## config.mk

```make
export PLATFORM = sky130hd
export DESIGN_NAME = sld_top
export DESIGN_NICKNAME = d
export VERILOG_FILES = /design/src/hdl/sld_pkg.sv /design/src/hdl/sld_sync.sv /design/src/hdl/sld_top.sv
export VERILOG_INCLUDE_DIRS = /design/src /design/src/hdl
export SDC_FILE = /design/constraint.sdc
export NUM_CORES = 1
export LEC_CHECK = 0
export BUFFER_PORTS_ARGS = -buffer_cell sky130_fd_sc_hd__buf_2
export CORE_AREA = 2 2 76 78
export DETAILED_ROUTE_END_ITERATION = 6
export DIE_AREA = 0 0 78 80
export PLACE_DENSITY = 0.68
export SYNTH_ARGS = -nofsm -noshare
export SYNTH_HDL_FRONTEND = slang
export SYNTH_HIERARCHICAL = 1
export SYNTH_SLANG_ARGS = --single-unit
export TNS_END_PERCENT = 30
```

## constraint.sdc

```tcl
create_clock -name sys_clk_in -period 2.8 [get_ports sys_clk_in]
set_input_delay 0.28 -clock sys_clk_in [delete_from_list [all_inputs] [get_ports sys_clk_in]]
set_output_delay 0.28 -clock sys_clk_in [all_outputs]
set_load 0.02 [all_outputs]
```

## src/hdl/sld_consts.svh

```systemverilog
// register map, field positions, reset values and timing counts
`ifndef SLD_CONSTS_SVH
`define SLD_CONSTS_SVH

// register byte offsets
`define SLD_CTRL_OFS 12'h000
`define SLD_SEL_OFS 12'h004
`define SLD_STAT_OFS 12'h008
`define SLD_MASK_OFS 12'h00c

// control register fields
`define SLD_CTRL_EN_BIT 7
`define SLD_CTRL_OUT_BIT 5
`define SLD_CTRL_RDY_BIT 4
`define SLD_CTRL_RISE_BIT 1
`define SLD_CTRL_FALL_BIT 0

// trip level select
`define SLD_LEVELS 16
`define SLD_SEL_W 4
`define SLD_SEL_RST 4'h0

// status and mask fields
`define SLD_STAT_FLAG_BIT 0
`define SLD_MASK_IE_BIT 0
`define SLD_MASK_GIE_BIT 1

// timing
`define SLD_CLK_PERIOD_NS 40
`define SLD_SETTLE_NS 25000
`define SLD_SETTLE_CYC \
  ((`SLD_SETTLE_NS + `SLD_CLK_PERIOD_NS - 1) / `SLD_CLK_PERIOD_NS)

`endif

```

## src/hdl/sld_pkg.sv

```systemverilog
// types shared by the supply level detector files
package sld_pkg;

  // software controlled detector settings
  typedef struct packed {
    logic en;
    logic rise;
    logic fall;
  } sld_ctrl_t;

  // accepted bus address phase, held into the data phase
  typedef struct packed {
    logic valid;
    logic write;
    logic [1:0] idx;
  } sld_req_t;

  // detector power-up sequence
  typedef enum logic [1:0] {
    SLD_OFF = 2'b00,
    SLD_SETTLE = 2'b01,
    SLD_READY = 2'b10
  } sld_state_t;

endpackage

```

## src/hdl/sld_sync.sv

```systemverilog
// three-stage input synchroniser with agreement filter
`timescale 1ns/10ps
`default_nettype none
module sld_sync #(
  parameter int W = 1
) (
  input wire logic sys_clk_in,
  input wire logic rstn_in,
  input wire logic [W-1:0] async_in,
  output logic [W-1:0] sync_out
);
  logic [W-1:0] meta_q;
  logic [W-1:0] s2_q;
  logic [W-1:0] s3_q;
  logic [W-1:0] val_q;
  logic [W-1:0] val_d;

  // a bit only moves once stages two and three agree
  genvar g;
  generate
    for (g = 0; g < W; g++) begin : g_bit
      assign val_d[g] = (s2_q[g] == s3_q[g]) ? s3_q[g] : val_q[g];
    end
  endgenerate

  // meta_q feeds s2_q and nothing else
  always_ff @(posedge sys_clk_in or negedge rstn_in) begin
    if (!rstn_in) begin
      meta_q <= '0;
      s2_q <= '0;
      s3_q <= '0;
      val_q <= '0;
    end else begin
      meta_q <= async_in;
      s2_q <= meta_q;
      s3_q <= s2_q;
      val_q <= val_d;
    end
  end

  assign sync_out = val_q;
endmodule // sld_sync
`default_nettype wire

```

## src/hdl/sld_top.sv

```systemverilog
// supply level detector control with AHB-Lite register slave
`include "sld_consts.svh"
`timescale 1ns/10ps
`default_nettype none
module sld_top
  import sld_pkg::*;
#(
  parameter int unsigned SETTLE_CYC = `SLD_SETTLE_CYC
) (
  input wire logic sys_clk_in,
  input wire logic rstn_in,
  input wire logic por_rstn_in,
  input wire logic hsel_in,
  input wire logic [31:0] haddr_in,
  input wire logic [1:0] htrans_in,
  input wire logic hwrite_in,
  input wire logic [2:0] hsize_in,
  input wire logic [31:0] hwdata_in,
  input wire logic hready_in,
  output logic [31:0] hrdata_out,
  output logic hreadyout_out,
  output logic hresp_out,
  input wire logic cmp_raw_in,
  input wire logic ref_ok_raw_in,
  output logic [`SLD_SEL_W-1:0] level_sel_out,
  output logic detector_power_out,
  output logic irq_out,
  output logic wake_out
);
  localparam int CW = $clog2(SETTLE_CYC + 1);

  // decode an address into a register index; hit only inside the map
  function automatic logic [2:0] sld_decode(input logic [31:0] a);
    logic hit;
    hit = (a[31:4] == 28'h0000000);
    return {hit, a[3:2]};
  endfunction

  sld_ctrl_t ctrl_q, ctrl_d;
  sld_req_t req_q, req_d;
  sld_state_t state_q, state_d;
  logic [`SLD_SEL_W-1:0] sel_q, sel_d;
  logic [CW-1:0] cnt_q, cnt_d;
  logic [31:0] rdata_q, rdata_d;
  logic flag_q, flag_d;
  logic ie_q, ie_d;
  logic gie_q, gie_d;
  logic prev_q, prev_d;
  logic cmp_s;
  logic ref_ok_s;
  logic ready;
  logic out_now;
  logic evt;
  logic addr_ok;
  logic [2:0] dec;
  logic wr_ctrl, wr_sel, wr_stat, wr_mask;
  logic [31:0] ctrl_word;

  // comparator and reference status come from the analog side
  sld_sync #(.W(2)) u_sync (
    .sys_clk_in(sys_clk_in),
    .rstn_in(rstn_in),
    .async_in({ref_ok_raw_in, cmp_raw_in}),
    .sync_out({ref_ok_s, cmp_s})
  );

  assign ready = (state_q == SLD_READY);
  // status only means something while powered; reads 1 at or below level
  assign out_now = ctrl_q.en & cmp_s;
  assign dec = sld_decode(haddr_in);
  assign addr_ok = hsel_in & hready_in & htrans_in[1];

  // data phase write strobes
  assign wr_ctrl = req_q.valid & req_q.write & (req_q.idx == 2'd0);
  assign wr_sel = req_q.valid & req_q.write & (req_q.idx == 2'd1);
  assign wr_stat = req_q.valid & req_q.write & (req_q.idx == 2'd2);
  assign wr_mask = req_q.valid & req_q.write & (req_q.idx == 2'd3);

  // control register image as software reads it
  always_comb begin
    ctrl_word = 32'h00000000;
    ctrl_word[`SLD_CTRL_EN_BIT] = ctrl_q.en;
    ctrl_word[`SLD_CTRL_OUT_BIT] = out_now;
    ctrl_word[`SLD_CTRL_RDY_BIT] = ready;
    ctrl_word[`SLD_CTRL_RISE_BIT] = ctrl_q.rise;
    ctrl_word[`SLD_CTRL_FALL_BIT] = ctrl_q.fall;
  end

  // bus slave: zero wait states, always OKAY, reads sampled in address phase
  always_comb begin
    req_d = '0;
    rdata_d = 32'h00000000;
    if (addr_ok) begin
      req_d.valid = dec[2];
      req_d.write = hwrite_in;
      req_d.idx = dec[1:0];
      if (!hwrite_in && dec[2]) begin
        case (dec[1:0])
          2'd0: rdata_d = ctrl_word;
          2'd1: rdata_d = {28'h0000000, sel_q};
          2'd2: rdata_d = {31'h00000000, flag_q};
          2'd3: rdata_d = {30'h00000000, gie_q, ie_q};
          default: rdata_d = 32'h00000000;
        endcase
      end
    end
  end

  // software writable settings; a data phase write lands at its end
  always_comb begin
    ctrl_d = ctrl_q;
    sel_d = sel_q;
    ie_d = ie_q;
    gie_d = gie_q;
    if (wr_ctrl) begin
      ctrl_d.en = hwdata_in[`SLD_CTRL_EN_BIT];
      ctrl_d.rise = hwdata_in[`SLD_CTRL_RISE_BIT];
      ctrl_d.fall = hwdata_in[`SLD_CTRL_FALL_BIT];
    end
    if (wr_sel) begin
      sel_d = hwdata_in[`SLD_SEL_W-1:0];
    end
    if (wr_mask) begin
      ie_d = hwdata_in[`SLD_MASK_IE_BIT];
      gie_d = hwdata_in[`SLD_MASK_GIE_BIT];
    end
  end

  // power-up sequence: the reference needs its settle time after each enable
  always_comb begin
    state_d = state_q;
    cnt_d = cnt_q;
    case (state_q)
      SLD_OFF: begin
        if (ctrl_q.en) begin
          state_d = SLD_SETTLE;
          cnt_d = CW'(SETTLE_CYC);
        end
      end
      SLD_SETTLE: begin
        if (!ctrl_q.en) begin
          state_d = SLD_OFF;
        end else if (cnt_q != '0) begin
          cnt_d = cnt_q - CW'(1);
        end else if (ref_ok_s) begin
          state_d = SLD_READY;
        end
      end
      SLD_READY: begin
        if (!ctrl_q.en) begin
          state_d = SLD_OFF;
        end
      end
      default: state_d = SLD_OFF;
    endcase
  end

  // crossings only count while ready, so power switching cannot make one
  always_comb begin
    prev_d = cmp_s;
    evt = ready & ctrl_q.en &
      ((ctrl_q.fall & cmp_s & ~prev_q) |
       (ctrl_q.rise & ~cmp_s & prev_q));
    // a new event beats a write-one clear in the same cycle
    flag_d = evt | (flag_q & ~(wr_stat & hwdata_in[`SLD_STAT_FLAG_BIT]));
  end

  // control state; any device reset turns the detector off
  always_ff @(posedge sys_clk_in or negedge rstn_in) begin
    if (!rstn_in) begin
      ctrl_q <= '0;
      req_q <= '0;
      state_q <= SLD_OFF;
      cnt_q <= '0;
      rdata_q <= 32'h00000000;
      flag_q <= 1'b0;
      ie_q <= 1'b0;
      gie_q <= 1'b0;
      prev_q <= 1'b0;
    end else begin
      ctrl_q <= ctrl_d;
      req_q <= req_d;
      state_q <= state_d;
      cnt_q <= cnt_d;
      rdata_q <= rdata_d;
      flag_q <= flag_d;
      ie_q <= ie_d;
      gie_q <= gie_d;
      prev_q <= prev_d;
    end
  end

  // trip level survives ordinary resets, cleared by power-on only
  always_ff @(posedge sys_clk_in or negedge por_rstn_in) begin
    if (!por_rstn_in) begin
      sel_q <= `SLD_SEL_RST;
    end else begin
      sel_q <= sel_d;
    end
  end

  assign hrdata_out = rdata_q;
  assign hreadyout_out = 1'b1;
  assign hresp_out = 1'b0;
  assign level_sel_out = sel_q;
  assign detector_power_out = ctrl_q.en;
  // no request until ready, even with both enables set
  assign irq_out = flag_q & ie_q & gie_q & ready;
  // wake does not need the global enable: sleep exit is separate
  assign wake_out = flag_q & ie_q & ctrl_q.en;
endmodule // sld_top
`default_nettype wire

```

After elaboration in Yosys (flattened, before gate mapping)
Cells that the tools add are included.
W data, S select, Z words.
{"block": "classes", "n_addsub": 1, "n_eq_ne": 16, "muxes": 14, "bitwise": 25, "reduce_logical": 10}
{"op": "$pmux W32 S4", "n": 1}
{"op": "$mux W32", "n": 2}
{"op": "$mux W10", "n": 3}
{"op": "$logic_not A28 Y1", "n": 1}
{"op": "$and A1 B1 Y1", "n": 20}
{"op": "$pmux W10 S2", "n": 1}
{"op": "$eq A2 B2 Y1 const B", "n": 5}
{"op": "$mux W2", "n": 5}
{"op": "$reduce_bool A10 Y1", "n": 1}
{"op": "$sub A10 B1 Y10 const B", "n": 1}
{"op": "$ne A2 B2 Y1 const B", "n": 4}
{"op": "$reduce_and A4 Y1", "n": 2}
{"op": "$eq A2 B1 Y1 const B", "n": 3}
{"op": "$logic_not A2 Y1", "n": 3}
{"op": "$pmux W2 S3", "n": 1}
{"op": "$mux W4", "n": 1}
{"op": "$ne A3 B2 Y1 const B", "n": 1}
{"op": "$ne A3 B3 Y1 const B", "n": 1}
{"op": "$not A1 Y1", "n": 3}
{"op": "$eq A1 B1 Y1", "n": 2}
{"op": "$or A1 B1 Y1", "n": 2}
{"op": "$reduce_bool A2 Y1", "n": 1}
{"op": "$logic_and A1 B1 Y1", "n": 1}
{"op": "$logic_not A1 Y1", "n": 1}
{"block": "totals", "register_bits": 67, "in_bits": 77, "out_inout_bits": 41, "wordCells": 85}

Longest topological paths before layout
{"block": "depth", "ltp_word": 6, "mapped_depth": 6, "depth_no_buf": 6}

Hierarchy
Netlist, hierarchy kept.
{"mod": "sld_top", "instances": 1, "cells_each": 179, "area_each_um2": 1873.0, "seq_area_each_um2": 850.8}
{"mod": "sld_sync", "instances": 1, "cells_each": 10, "area_each_um2": 222.7, "seq_area_each_um2": 200.2}

Worst setup path after synthesis
Ideal clock, no wire load.
{"block": "synth_path", "path_type": "register to register", "start": "reg cnt_q[0]", "end": "reg cnt_q[1]", "setup_time_ns": 0.126, "t_arrival_ns": 1.864, "setup_slack_ns": 0.810, "stages_incl_launch_ff": 7, "n_path_buf": 0, "cell_sequence": "dfrtp_1 inv_1 ha_1 or3b_2 nor4_4 nor4b_1 a311o_1"}
{"block": "synth_between", "elab_chain_cells": 4, "word_cells_on_any_way": 7}
{"item": "start, declared", "line_no": "sld_top.sv:43", "source": "logic [CW-1:0] cnt_q, cnt_d;"}
{"item": "start signal, assigned", "line_no": "sld_top.sv:184", "source": "cnt_q <= cnt_d;"}
{"item": "$sub A10 B1 Y10", "line_no": "sld_top.sv:144", "source": "cnt_d = cnt_q - CW'(1);"}
{"item": "$mux W10", "line_no": "sld_top.sv:143", "source": "end else if (cnt_q != '0) begin"}
{"item": "$mux W10", "line_no": "sld_top.sv:141", "source": "if (!ctrl_q.en) begin"}
{"item": "$pmux W10 S2", "line_no": "sld_top.sv:133", "source": "case (state_q)"}
Several ways; a longest one is shown, not always the timed one. The select of a mux whose other input is x is not followed.
A chain may end at the register's enable or synchronous reset.

Final worst setup path
Ends and elaborated chain as after synthesis.

==> impl_metrics.csv <==
group,metric,value,unit
yosys,yosys_register_bits,42,
sta,fin_crit_sh,78.55,%
clocking,count_of_clock_tree_sinks,42,
cells_and_area,fill_cells,563,
yosys,number_of_synthesized_flops_with_an_enable_pin,0,
sta,max_freq,454.7,MHz
clocking,clock_tree.root_cell,"sky130_fd_sc_hd__clkbuf_8",
setup_path,start_kind,"register",
yosys,synth_top_cell_area_share,50.15,%
global_route,globalRoute.totalOverflow,0,
placement,placed_area,2340,um2
sta,min_period,2.199,ns
yosys,async_set_or_reset_flop_fraction_in_the_synthesized_netlist,100.0,%
sta,totalNegativeSetupSlack,0,ns
cells_and_area,drive_gt1_share,31.73,%
yosys,yosysWarningCount,6,
setup_path,path_buf_inv,1,
die,fp.dieArea,6240,um2
die,num_io_pins,118,
cells_and_area,layout.cells.most_common_list,"sky130_fd_sc_hd__buf_2, sky130_fd_sc_hd__dfrtp_1, sky130_fd_sc_hd__conb_1, sky130_fd_sc_hd__nand2_1, sky130_fd_sc_hd__nor2_1",
clocking,cts.repair.resized,0,
sta,number_of_hold_slack_violations_in_the_final_timing_report,0,
yosys,netlist_instances,189,
yosys,synth-simple-area-share,22.81,%
sta,rsz0062_at_grt,"false",
setup_path,critPathLaunch,"cnt_q[0]",
setup_path,critical-path-top-delay-family,"simple AND/OR/NAND/NOR gates",
global_route,global_route.usage.total,13.74,%
yosys,yosys.cell_types.count,50,
setup_path,critical_path_class,"register to register",
setup_path,critical_path_s_slowest_cell,"sky130_fd_sc_hd__or3b_2",
route,detail_route.vias_per_cell,4.798,
sta,final-max-slew-violation-count,0,
clocking,clk-insertion-delay-late,0.30,ns
sta,whs,0.06376,ns
clocking,post_cts_setup_buffers,0,
yosys,synth_xor_xnor_area_share,0.4179,%
route,dr_total_vias,1540,
setup_path,timing.rr.end,"cnt_q[1]",
die,std_cell_rows,27,
route,wl_per_cell,12.79,um
clocking,cts-htree-levels,2,
die,starting_density_of_the_core,38.77,%
setup_path,sort_of_element_at_the_end_of_the_critical_path,"register",
die,core_area,5405,um2
sta,skew,0.009102,ns
setup_path,reg2reg_depth,6,
clocking,tritoncts,"built",
yosys,synth.avg_cell_area,11.09,um2
global_route,grt_antenna_before_repair,0,
yosys,synth.top_cells.by_area,"sky130_fd_sc_hd__dfrtp_1, sky130_fd_sc_hd__buf_4, sky130_fd_sc_hd__mux2_2, sky130_fd_sc_hd__nor4_1, sky130_fd_sc_hd__nand2_1",
setup_path,highest_net_fanout_along_the_worst_path,10,
cells_and_area,area_growth,16.24,%
clocking,clk_pin_slew,0.08,ns
pwr,overall_power,0.001116,W
setup_path,worst_path_largest_cell_delay,0.53,ns
yosys,ys_seq_area_share,50.15,%
setup_path,worst_ep_arrival_time,2.38,ns
setup_path,launch_point_of_the_worst_reg_to_reg_path,"cnt_q[0]",
yosys,synthMuxAreaShare,6.388,%
route,detail_route.iter0.violations,80,
sta,worst_slew_margin_rel,45.59,%
placement,place.gp.congestion,0.7460,
clocking,cts_inserted_buffers,5,
flow_run,max_cap_violations,0,
die,die-height,80,um
yosys,main_combinational_cell_family_by_area_after_synthesis,"simple AND/OR/NAND/NOR gates",
yosys,dominantRegCellSynth,"sky130_fd_sc_hd__dfrtp_1",
die,fp.dieW,78,um
setup_path,crit_path_cell_trace,"inv_1 > ha_1 > or3b_2 > nor4_4 > nor4b_1 > a311o_1",
cells_and_area,mostFrequentLayoutCell,"sky130_fd_sc_hd__buf_2",
clocking,clk_path_buf_depth,2,
placement,placement.io_buffers,57,
route,firstDrtPassIters,4,
clocking,ctsHoldBuffers,1,
sta,final-setup-viol-count,0,
route,postRouteWirelength,4.104,mm
pwr,max-vdd-ir-drop,0.0003030,V
setup_path,reg2reg_setup_slack,0.60,ns
global_route,wire_length_of_the_first_global_routing_pass,6.693,mm
placement,place_hpwl,3.097,mm
cells_and_area,layout.cell_area.non_filler,2436,um2
status,result_of_the_run,"finished, final reports clean",
global_route,grt_start_max_net_pins,39,
pwr,cellPowerDensity,458.0,nW/um2
yosys,synth-adder-area-share,1.672,%
global_route,number_of_global_route_vias_before_repair,1434,
yosys,yosysTopAreaCell,"sky130_fd_sc_hd__dfrtp_1",
sta,worst-slew-pin-transition,0.8162,ns
worst_hold_path,hp-class,"input pin to asynchronous set/reset pin",
pwr,p_leak,1.203,nW
route,route.detailed.drc,0,
cells_and_area,finish.net_count,326,
yosys,synthesis.area,2096,um2
yosys,synth_compound_area_share,6.746,%
route,antenna_left,0,
cells_and_area,antenna_cells_inserted,0,
setup_path,worst_ep_required_time,2.98,ns
==> state kept, by name, summed over array words and instances (netlist names) <==
signal,flops
ctrl_q,2
cnt_q,10
gie_q,1
u_sync/sync_out,2
prev_q,1
hrdata_out,7
req_q,4
detector_power_out,1
state_q,2
ie_q,1
level_sel_out,4
u_sync/s2_q,2
u_sync/s3_q,2
u_sync/meta_q,2
flag_q,1
==> worst max path at each step <==
stage                     cells past startpoint  slack [ns]  endpoint
after CTS                                     6        0.57  cnt_q[1]
after detailed placement                      6        0.59  cnt_q[1]
final                                         6        0.60  cnt_q[1]
after global routing                          6        0.41  cnt_q[1]
after floorplan                               6        0.81  cnt_q[1]
after global placement                        6        0.62  cnt_q[1]
==> logic make-up (layout without fill, tap and decap cells) <==
logic type | Yosys count | count (layout)
adder cells (fa/ha/maj) | 3 | 3
multiplexers | 11 | 11
AO/OA/AOI/OAI | 17 | 17
XOR/XNOR | 1 | 1
flip-flops | 42 | 42
other | 2 | 27
buffers and inverters | 35 | 70
AND/OR/NAND/NOR | 78 | 78
==> power by group <==
part	internal, W	switching [W]	leakage (nW)
Sequential	0.000620	0.0000107	0.546
Clock	0.000176	0.000209	0.0452
Combinational	0.0000356	0.0000648	0.612
==> metal layers <==
| layer | global-route usage (%) | share of wire, % |
|---|---|---|
| met1 | 18.46 | 45 |
| met2 | 20.43 | 49 |
| met3 | 4.977 | 4.8 |
| met4 | 4.912 | 1.2 |
| met5 | 0 | 0 |
==> worst register-to-register path: cells and delay by family (launching register included) <==
kind	cells	cell delay [ns]
and+or+nand+nor	3	1.13
DFF	1	0.40
AOI/OAI and AO/OA	1	0.28
adders and majority gates	1	0.20
buffers and inverters	1	0.09
==> cell usage after synthesis, types with 2 or more instances <==
cell                       instances
sky130_fd_sc_hd__and2_1            3
sky130_fd_sc_hd__clkbuf_1          3
sky130_fd_sc_hd__mux2_2            7
sky130_fd_sc_hd__conb_1            2
sky130_fd_sc_hd__and3_1            2
sky130_fd_sc_hd__o21ai_0           3
sky130_fd_sc_hd__nand3_1           5
sky130_fd_sc_hd__buf_4            27
sky130_fd_sc_hd__maj3_2            2
sky130_fd_sc_hd__dfrtp_1          42
sky130_fd_sc_hd__and4_1            3
sky130_fd_sc_hd__a31oi_1           2
sky130_fd_sc_hd__mux2_1            2
sky130_fd_sc_hd__inv_1             4
sky130_fd_sc_hd__nand2_1          12
sky130_fd_sc_hd__nor4_1            9
sky130_fd_sc_hd__or3_1             4
sky130_fd_sc_hd__nand2b_1          2
sky130_fd_sc_hd__nor3_1            4
sky130_fd_sc_hd__nor2b_1           3
sky130_fd_sc_hd__nor2_1           10
sky130_fd_sc_hd__nor4b_1           4
sky130_fd_sc_hd__nand4_1           5
sky130_fd_sc_hd__or4_1             3
==> area by class of cell <==
type	instances	area (um2)	area share, %
Sequential cell	42	1051	43.14
Multi-Input combinational cell	137	898.4	36.88
Timing Repair Buffer	58	295.3	12.12
Tap cell	72	90.09	3.698
Clock buffer	6	72.57	2.979
Inverter	4	15.01	0.6163
Clock inverter	2	13.76	0.5650
==> stage by stage <==
step / setup slack, ns / utilization, % / std cells
3_3_place_gp: 0.6231 / 43.29 / 312
6_report: 0.6007 / 45.07 / 321
4_1_cts: 0.5697 / 45.07 / 321
5_1_grt: 0.4142 / 45.07 / 321
3_5_place_dp: 0.5894 / 43.29 / 312
2_1_floorplan: 0.8095 / - / 214
(Power assumes the default switching activity.)
